==> src/core/ivm_defines.vh <==
// Constants for the interrupt vector mapper: slot addresses, masks, resets
`ifndef IVM_DEFINES_VH
`define IVM_DEFINES_VH

// ----------------------------------------------------------------
// Table geometry
// ----------------------------------------------------------------
`define IVM_ADDR_W 5
`define IVM_NSLOT 26

// ----------------------------------------------------------------
// Vector word addresses (slot index equals word address)
// ----------------------------------------------------------------
`define IVM_ADDR_RESET 5'h00
`define IVM_ADDR_NMI 5'h01
`define IVM_ADDR_VLM 5'h02
`define IVM_ADDR_PORT1 5'h03
`define IVM_ADDR_PORT2 5'h04
`define IVM_ADDR_PORT3 5'h05
`define IVM_ADDR_RTC_COUNT 5'h06
`define IVM_ADDR_RTC_TICK 5'h07
`define IVM_ADDR_TA_OVF 5'h08
`define IVM_ADDR_TA_HIGH 5'h09
`define IVM_ADDR_TA_CMP0 5'h0a
`define IVM_ADDR_TB_CAPT 5'h0d
`define IVM_ADDR_GAP_A 5'h0e
`define IVM_ADDR_GAP_B 5'h0f
`define IVM_ADDR_COMP 5'h10
`define IVM_ADDR_ADC_RES 5'h11
`define IVM_ADDR_ADC_WIN 5'h12
`define IVM_ADDR_TW_CLIENT 5'h13
`define IVM_ADDR_TW_HOST 5'h14
`define IVM_ADDR_SPI 5'h15
`define IVM_ADDR_SER_RX 5'h16
`define IVM_ADDR_SER_EMPTY 5'h17
`define IVM_ADDR_SER_TX 5'h18
`define IVM_ADDR_EE_READY 5'h19

// ----------------------------------------------------------------
// Slots that hold a source; gaps at 0x00, 0x0e and 0x0f
// ----------------------------------------------------------------
`define IVM_SLOT_MASK 26'h3ff3ffe

// ----------------------------------------------------------------
// Pin-count thresholds for the optional ports
// ----------------------------------------------------------------
`define IVM_PINS_PORT2 14
`define IVM_PINS_PORT3 20

// ----------------------------------------------------------------
// Reset values
// ----------------------------------------------------------------
`define IVM_RST_FLAG 1'h0
`define IVM_RST_FLAGS 26'h0000000

`endif

==> src/core/ivm_source.v <==
// One interrupt source: sticky pending flag gated by its enable bit
`timescale 1ns/1ps
`include "ivm_defines.vh"

module ivm_source (
	input wire mclk,
	input wire sys_rst,
	input wire set_event,
	input wire clear_flag,
	input wire enable,
	output reg flag,
	output wire request
);

	// Sticky flag; a set in the clearing cycle wins
	always @(posedge mclk or posedge sys_rst) begin
		if (sys_rst) begin
			flag <= `IVM_RST_FLAG;
		end else if (set_event) begin
			flag <= 1'h1;
		end else if (clear_flag) begin
			flag <= 1'h0;
		end
	end

	// Request while flag and enable both stand
	assign request = flag & enable;

endmodule // ivm_source

==> src/core/ivm_priority.v <==
// Lowest-index-first priority encoder over the vector slots
`timescale 1ns/1ps
`include "ivm_defines.vh"

module ivm_priority (
	input wire [`IVM_NSLOT-1:0] req,
	output reg valid,
	output reg [`IVM_ADDR_W-1:0] index
);

	integer i;

	// Scan from top down so the lowest set slot is kept last
	always @* begin
		valid = 1'h0;
		index = `IVM_ADDR_RESET;
		for (i = `IVM_NSLOT - 1; i >= 0; i = i - 1) begin
			if (req[i]) begin
				valid = 1'h1;
				index = i[`IVM_ADDR_W-1:0];
			end
		end
	end

endmodule // ivm_priority

==> src/core/ivm_mapper.v <==
// Interrupt request generation and vector mapping toward the core
`timescale 1ns/1ps
`include "ivm_defines.vh"

module ivm_mapper #(
	parameter PIN_COUNT = 20
) (
	input wire mclk,
	input wire sys_rst,
	input wire global_enable,
	input wire timer_a_split,
	input wire [`IVM_NSLOT-1:0] irq_control_register,
	input wire [`IVM_NSLOT-1:0] flag_clear,
	input wire memscan_error_event,
	input wire voltage_monitor_event,
	input wire port_first_event,
	input wire port_second_event,
	input wire port_third_event,
	input wire rtc_count_event,
	input wire periodic_tick_event,
	input wire timer_a_overflow_event,
	input wire timer_a_low_underflow_event,
	input wire timer_a_high_underflow_event,
	input wire [2:0] timer_a_compare_event,
	input wire [2:0] timer_a_low_compare_event,
	input wire timer_b_capture_event,
	input wire comparator_event,
	input wire converter_result_event,
	input wire converter_window_event,
	input wire twowire_client_event,
	input wire twowire_host_event,
	input wire serial_periph_event,
	input wire serial_rx_complete_event,
	input wire serial_data_empty_event,
	input wire serial_tx_complete_event,
	input wire eeprom_ready_event,
	output wire [`IVM_NSLOT-1:0] pending_flag_register,
	output reg [`IVM_NSLOT-1:0] active_requests,
	output reg irq_request,
	output reg nmi_request,
	output reg [`IVM_ADDR_W-1:0] irq_vector_addr
);

	// ----------------------------------------------------------------
	// Slot existence
	// ----------------------------------------------------------------

	wire port2_present;
	wire port3_present;
	wire [`IVM_NSLOT-1:0] slot_exist;

	// Optional port vectors depend on the package pin count
	assign port2_present = (PIN_COUNT >= `IVM_PINS_PORT2);
	assign port3_present = (PIN_COUNT >= `IVM_PINS_PORT3);

	// Drop absent port slots from the fixed slot mask
	assign slot_exist = `IVM_SLOT_MASK
		& ~({{(`IVM_NSLOT-1){1'h0}}, ~port2_present} << `IVM_ADDR_PORT2)
		& ~({{(`IVM_NSLOT-1){1'h0}}, ~port3_present} << `IVM_ADDR_PORT3);

	// ----------------------------------------------------------------
	// Event routing to vector slots
	// ----------------------------------------------------------------

	wire [`IVM_NSLOT-1:0] slot_event;

	// Reset slot has no flag; the gap slots carry nothing
	assign slot_event[`IVM_ADDR_RESET] = 1'h0;
	assign slot_event[`IVM_ADDR_GAP_A] = 1'h0;
	assign slot_event[`IVM_ADDR_GAP_B] = 1'h0;

	// Non-maskable memory scan fault
	assign slot_event[`IVM_ADDR_NMI] = memscan_error_event;

	// Supply monitor and the three ports
	assign slot_event[`IVM_ADDR_VLM] = voltage_monitor_event;
	assign slot_event[`IVM_ADDR_PORT1] = port_first_event;
	assign slot_event[`IVM_ADDR_PORT2] = port_second_event;
	assign slot_event[`IVM_ADDR_PORT3] = port_third_event;

	// Real-time counter has two vectors of its own
	assign slot_event[`IVM_ADDR_RTC_COUNT] = rtc_count_event;
	assign slot_event[`IVM_ADDR_RTC_TICK] = periodic_tick_event;

	// Split mode routes the low-half condition onto a shared slot
	function ta_pick;
		input split;
		input normal_event;
		input split_event;
		begin
			ta_pick = split ? split_event : normal_event;
		end
	endfunction

	// Timer A: mode picks which condition feeds the shared vectors
	assign slot_event[`IVM_ADDR_TA_OVF] = ta_pick(timer_a_split,
		timer_a_overflow_event, timer_a_low_underflow_event);
	assign slot_event[`IVM_ADDR_TA_HIGH] =
		timer_a_split & timer_a_high_underflow_event;

	// Timer A compare channels, full or low byte by mode
	genvar k;
	generate
		for (k = 0; k < 3; k = k + 1) begin : g_cmp
			assign slot_event[`IVM_ADDR_TA_CMP0 + k] = ta_pick(timer_a_split,
				timer_a_compare_event[k],
				timer_a_low_compare_event[k]);
		end
	endgenerate

	// Timer B capture
	assign slot_event[`IVM_ADDR_TB_CAPT] = timer_b_capture_event;

	// Analog comparator and converter
	assign slot_event[`IVM_ADDR_COMP] = comparator_event;
	assign slot_event[`IVM_ADDR_ADC_RES] = converter_result_event;
	assign slot_event[`IVM_ADDR_ADC_WIN] = converter_window_event;

	// Two-wire and serial peripheral interface
	assign slot_event[`IVM_ADDR_TW_CLIENT] = twowire_client_event;
	assign slot_event[`IVM_ADDR_TW_HOST] = twowire_host_event;
	assign slot_event[`IVM_ADDR_SPI] = serial_periph_event;

	// Serial transceiver, three vectors
	assign slot_event[`IVM_ADDR_SER_RX] = serial_rx_complete_event;
	assign slot_event[`IVM_ADDR_SER_EMPTY] =
		serial_data_empty_event;
	assign slot_event[`IVM_ADDR_SER_TX] = serial_tx_complete_event;

	// Nonvolatile memory ready
	assign slot_event[`IVM_ADDR_EE_READY] = eeprom_ready_event;

	// ----------------------------------------------------------------
	// Pending flags and per-source gating
	// ----------------------------------------------------------------

	wire [`IVM_NSLOT-1:0] slot_request;

	// One flag cell per slot in the fixed slot mask; absent slots read as zero
	genvar i;
	generate
		for (i = 0; i < `IVM_NSLOT; i = i + 1) begin : g_src
			if (((`IVM_SLOT_MASK >> i) & 1) != 0) begin : g_cell
				wire cell_flag;
				wire cell_req;
				wire cell_en;
				// NMI slot ignores the software enable bit
				assign cell_en = (i == `IVM_ADDR_NMI) ? 1'h1 :
					irq_control_register[i];
				ivm_source u_src (
					.mclk(mclk),
					.sys_rst(sys_rst),
					.set_event(slot_event[i] & slot_exist[i]),
					.clear_flag(flag_clear[i]),
					.enable(cell_en),
					.flag(cell_flag),
					.request(cell_req)
				);
				assign pending_flag_register[i] = cell_flag & slot_exist[i];
				assign slot_request[i] = cell_req & slot_exist[i];
			end else begin : g_none
				assign pending_flag_register[i] = 1'h0;
				assign slot_request[i] = 1'h0;
			end
		end
	endgenerate

	// ----------------------------------------------------------------
	// Global gating and priority
	// ----------------------------------------------------------------

	wire [`IVM_NSLOT-1:0] nmi_bit;
	wire [`IVM_NSLOT-1:0] deliver;
	wire pick_valid;
	wire [`IVM_ADDR_W-1:0] pick_index;

	assign nmi_bit = {{(`IVM_NSLOT-1){1'h0}}, 1'h1} << `IVM_ADDR_NMI;

	// Maskable slots need global enable; NMI passes regardless
	assign deliver = (slot_request & ~nmi_bit & {`IVM_NSLOT{global_enable}})
		| (slot_request & nmi_bit);

	// Lowest vector number wins
	ivm_priority u_prio (
		.req(deliver),
		.valid(pick_valid),
		.index(pick_index)
	);

	// ----------------------------------------------------------------
	// Registered outputs to the core
	// ----------------------------------------------------------------

	// Request and address held while any delivered request stands
	always @(posedge mclk or posedge sys_rst) begin
		if (sys_rst) begin
			irq_request <= 1'b0;
			nmi_request <= 1'b0;
			irq_vector_addr <= `IVM_ADDR_RESET;
			active_requests <= `IVM_RST_FLAGS;
		end else begin
			irq_request <= pick_valid;
			nmi_request <= |(deliver & nmi_bit);
			irq_vector_addr <= pick_valid ? pick_index :
				`IVM_ADDR_RESET;
			active_requests <= deliver;
		end
	end

endmodule // ivm_mapper

==> config.mk <==
export PLATFORM = sky130hd
export DESIGN_NAME = ivm_mapper
export DESIGN_NICKNAME = d
export VERILOG_FILES = /design/src/core/ivm_source.v /design/src/core/ivm_priority.v /design/src/core/ivm_mapper.v
export VERILOG_INCLUDE_DIRS = /design/src /design/src/core
export SDC_FILE = /design/constraint.sdc
export NUM_CORES = 1
export LEC_CHECK = 0
export BUFFER_PORTS_ARGS = -buffer_cell sky130_fd_sc_hd__buf_2
export CAP_MARGIN = 20
export CELL_PAD_IN_SITES_DETAIL_PLACEMENT = 1
export CELL_PAD_IN_SITES_GLOBAL_PLACEMENT = 1
export CORE_ASPECT_RATIO = 0.5
export CORE_UTILIZATION = 29
export CTS_BUF_LIST = sky130_fd_sc_hd__clkbuf_4
export DETAILED_ROUTE_END_ITERATION = 10
export GPL_ROUTABILITY_DRIVEN = 0
export PLACE_DENSITY = 0.76
export SYNTH_ARGS = -nofsm -noshare
export SYNTH_HDL_FRONTEND = slang
export SYNTH_SLANG_ARGS = --single-unit
==> constraint.sdc <==
create_clock -name mclk -period 1.6 [get_ports mclk]
set_clock_uncertainty 0.15 [all_clocks]
set_input_delay 0.24 -clock mclk [delete_from_list [all_inputs] [get_ports mclk]]
set_output_delay 0.24 -clock mclk [all_outputs]
set_load 0.005 [all_outputs]
* Word-level counts from Yosys, hierarchy flattened *
Index checks and enable logic that the tools add are counted.

storage, ports and cells
  memories = 0
  logic and storage cells = 178
  output and inout port bits = 59
  bits in latches = 0
  flip-flop bits (word level) = 56
  input bits = 83
  memory bits (writable) = 0
  ROM bits = 0

operators by class
  reduce and logical (&&, ||, !) cells = 23
  shift-type cells = 0
  add/sub/neg operators = 0
  eq/ne operators = 0
  order comparisons = 0
  div/mod/pow operators = 0
  muxes and demuxes = 103
  $mul = 0
  bitwise logic cells = 25

operators with widths
  kind               number
  $mux 5             27
  $mux 1             76
  $reduce_bool 2->1  23
  $and 26x26->26     1
  $or 26x2->26       1
  $and 1x1->1        23

* Logic depth before layout (Yosys ltp) *
  depth in word-level cells = 30
  mapped depth = 6
  gate-level depth less buffers = 5

* Hierarchy *
Synthesis repeated with hierarchy kept, for this count alone.

second synthesis, totals
  cell total of the unflattened synthesis = 267
  area, all modules = 2563.7 µm²

by module, submodules not included
  module        instances  sequential area each (µm²)  cells an instance  area each (µm²)
  ivm_mapper    1          725.7                       96                 1193.6
  ivm_source    23         25.0                        5                  46.3
  ivm_priority  1          0.0                         56                 305.3

* Worst setup path after synthesis *
No wires, ideal clock.

  path type = reg2reg
  start = register g_src[21].g_cell.u_src.flag
  end = register irq_vector_addr[1]
  cell stages (with the launch flop) = 6
  data required time = 1.372 ns
  period minus slack after synthesis = 1.468 ns
  setup time = 0.078 ns
  data arrival time = 1.241 ns
  path buffers = 0
  path slack = 0.132 ns
  cells stage by stage = dfrtp_1 > a22o_1 > or3_1 > a21oi_1 > o21bai_1 > a21oi_1

between the ends
  cells in the longest elaborated chain, start to end = 26
  elaborated cells on any way between the ends = 48
  those cells by class = mux (45); bitwise (3)

ends and longest elaborated chain
  item                                                   line               text
  start, declared                                        ivm_source.v:11    output reg flag,
  start signal, assigned                                 ivm_source.v:18    flag <= `IVM_RST_FLAG;
  $and 1x1->1 *                                          ivm_source.v:27    assign request = flag & enable;
  $and 26x26->26 *                                       ivm_mapper.v:180   assign deliver = (slot_request & ~nmi_bit & {`IVM_NSLOT{global_enable}})
  $or 26x2->26 *                                         ivm_mapper.v:180
  $mux 5 / $mux 1 (equally long branches) (22 in a row)  ivm_priority.v:18  if (req[i]) begin
  $mux 5 (no source line) *                              -
  end signal, assigned                                   ivm_mapper.v:199   irq_vector_addr <= `IVM_ADDR_RESET;
  end signal, assigned                                   ivm_mapper.v:204   irq_vector_addr <= pick_valid ? pick_index :
  end, declared                                          ivm_mapper.v:41    output reg [`IVM_ADDR_W-1:0] irq_vector_addr

Every way passes the cells marked *; elsewhere a longest branch is shown, timed or not.
A chain may end at the register's enable or synchronous reset.

* Worst setup path after layout *
Same ends and word-level chain as after synthesis.

==> summary.md <==
| Metric | Value |
|---|---|
| Status | `finished, violations left` |
| Violated checks | `setup timing` |
| Syn. warnings | `0` |
| Placed Area | `3020 um^2` |
| Max incr delay on CP | `0.42 ns` |
| Placed Cells | `between 400 and 500` |
| Met2 usage | `41.4%` |
| DR vias/cell | `4.60` |
| WL per Instance | `17.4 um` |
| Count of cell types in the netlist | `29` |
| Hold/Removal Path Class | `input port to flop` |
| Final setup viols | `2` |
| Worst path required time | `1.76 ns` |
| CTS Buf Count | `5` |
| Max VDD drop | `about 0.32 mV` |
| GR Util All Layers | `roughly 22%` |
| Fin. max-slew vios | `0` |
| Worst r2r path cells | `5` |
| Ports | `approximately 140` |
| Netlist Area Pre-Place | `~2300 um^2` |
| Die width | `roughly 130 um` |
| Layout cells sized above 1 | `around 39%` |
| Final Cycle Share | `104%` |
| Met1 Usage GRT | `around 23%` |
| WHS Path Cells | `3` |
| DRT Pass-1 Iters | `4` |
| Primary FF master, synth | `dfrtp_1` |
| Area leader, netlist | `dfrtp_1` |
| Setup ws final | `-0.0655 ns` |
| Worst-skew pair later-pin latency | `0.38 ns` |
| Pwr Density | `roughly 730 nW/um^2` |
| Initial detailed-routing violation count | `111` |
| Hold Startpoint | `irq_control_register[19]` |
| LEAKAGE | `0.00201 uW` |
| Crit-path max FO | `2` |
| Count leader, synth | `dfrtp_1` |
| Layout Nets | `around 500` |
| Maximum clock path buffer count | `2` |
| Buf/Inv on CP | `0` |
| RSZ-0062 raised after global routing | `yes` |
| Top delay family on crit path | `compound AO/OA/AOI/OAI gates` |
| GRT busiest layer | `met2` |
| First-pass GRT wire length | `13,900 um` |
| CTS H-tree depth | `2` |
| Levels on crit path | `5` |
| Crit-path cells | `a22o_1 > or3_4 > a21oi_2 > o21bai_1 > a21oi_1` |
| # DRC | `0` |
| Async set-reset flop share out of synthesis | `100%` |
| Clk root buf | `clkbuf_4` |
| TritonCTS Sinks | `52` |
| Worst slack, placed | `-0.0238 ns` |
| Largest net degree at the start of global routing | `53` |
| Area grow syn2layout | `60.7%` |
| Number of standard cells in the final layout excluding fillers | `528` |
| Overall Power | `2750 uW` |
| Setup Crit Path Kind | `flop to flop` |
| Top cell type's share of synthesized area | `55.4%` |
| HPWL Detailed | `5470 um` |
| Hold Vio Cnt, Final | `0` |
| Max-Cap Viols | `0` |
| Antenna violations before repair | `1` |
| Final Cell Area | `3770 um^2` |
| Post-route ant nets | `0` |
| RR Startpoint | `g_src[21].g_cell.u_src.flag` |
| Register area share after synthesis | `~55%` |
| FF+latch count, synth | `52` |
| Critical Path Source Type | `flop` |
| Die footprint | `8480 um^2` |
| Post-synth EDFFs | `0` |
| Tmin final | `approximately 1.7 ns` |
| Synth cell count leaders | `dfrtp_1, buf_4, inv_1, nand2_1, nor2_1` |
| Core footprint | `7570 um^2` |
| I/O Buffers | `between 100 and 150` |
| Critical Path AT | `1.83 ns` |
| Number of global-route vias before repair | `2,728` |
| Vias | `2,428` |
| Reg clk slew, reported paths | `0.16 ns` |
| Synthesized instance count | `236` |
| WL final | `between 9000 and 10,000 um` |
| Critical path origin | `g_src[21].g_cell.u_src.flag` |
| Post-Syn Area per Cell | `9.95 um^2` |
| Fmax | `0.600 GHz` |
| CTS tree | `built` |
| Overflow after GRT | `0` |
| Met3 Track Usage GR | `5.21%` |
| Synth top area cells | `dfrtp_1, buf_4, a21o_1` |
| Die Y | `65.6 um` |
| Rows | `22` |
| Initial core utilization | `a little under a third` |
| CP endpoint kind | `flop` |
| Worst path slowest cell | `dfrtp_1` |
layer usage:
metal | part of all wire, % | up-vias
met5 | 0 | -
met1 | 38 | 1183
met2 | 54 | 98
met4 | 3.8 | 0
met3 | 4.4 | 30
li1 | - | 1117
power breakdown:
part	internal, uW	switching, uW
registers	1400	58.2
logic	373	326
clock network	161	434
total	1930	819
timing repair:
item                                   CTS  global route
pin swaps                                1             4
buffers inserted                         0             1
setup endpoints to repair                1             6
hold buffers                            64             0
endpoints found under the hold margin   92             0
gates resized for setup                  2            13
worst paths after layout:
check,endpoint,slack (ns)
setup / recovery,irq_vector_addr[1],-0.07
hold / removal,active_requests[19],0.05
setup reg to reg,irq_vector_addr[1],-0.07
hold reg to reg,active_requests[1],0.37
max in group asynchronous,active_requests[17],0.75
min in group asynchronous,irq_request,0.31
cells by family after synthesis:
family                 count (synthesis)  synth area share (%)
flip-flops                            52                  55.4
other                                  1                 0.160
multiplexers                           4                  1.70
AO/OA/AOI/OAI                         60                  17.6
buffers and inverters                 60                  14.6
AND/OR/NAND/NOR                       59                  10.5
layout make-up:
type / instances / area [um^2]
multi-input cells: 129 / 776
clock buffers: 5 / 37.5
clock inverters: 2 / 12.5
diodes: 1 / 2.50
fillers: 920 / 3800
flip-flops and latches: 52 / 1300
repair buffers: 206 / 1410
well taps: 108 / 135
inverters: 25 / 97.6
cell usage in the layout, fill, tap and decap left out, types with 6 or more instances in the layout:
cell             n
dfrtp_1         52
a21oi_1          8
nand2_1         24
buf_4           12
buf_2          128
a21o_1          20
conb_1           6
nor2_1          21
inv_1           24
dlygate4sd3_1   64
o21ai_0          6
worst register-to-register path: cells and delay by family, from the launching register on:
family | cells | cell delay, ns
AO/OA/AOI/OAI | 4 | 0.65
AND/OR/NAND/NOR | 1 | 0.38
flip-flops | 1 | 0.42
metrics by stage:
stage | utilization [%] | setup TNS, ns | hold slack [ns]
3_5_place_dp | 39.9 | -0.0238 | 0.193
2_1_floorplan | - | 0 | 0.145
4_1_cts | 49.1 | 0 | 0.00402
6_report | 49.9 | -0.114 | 0.0461
3_3_place_gp | 39.9 | 0 | 0.176
5_1_grt | 49.9 | -0.164 | 0.0245
sequential cells by signal, indices dropped and copies added, names as in the netlist:
signal and cells:
active_requests 23, g_src.g_cell.u_src.flag 23, irq_request 1, irq_vector_addr 5
(Power assumes the default switching activity.)
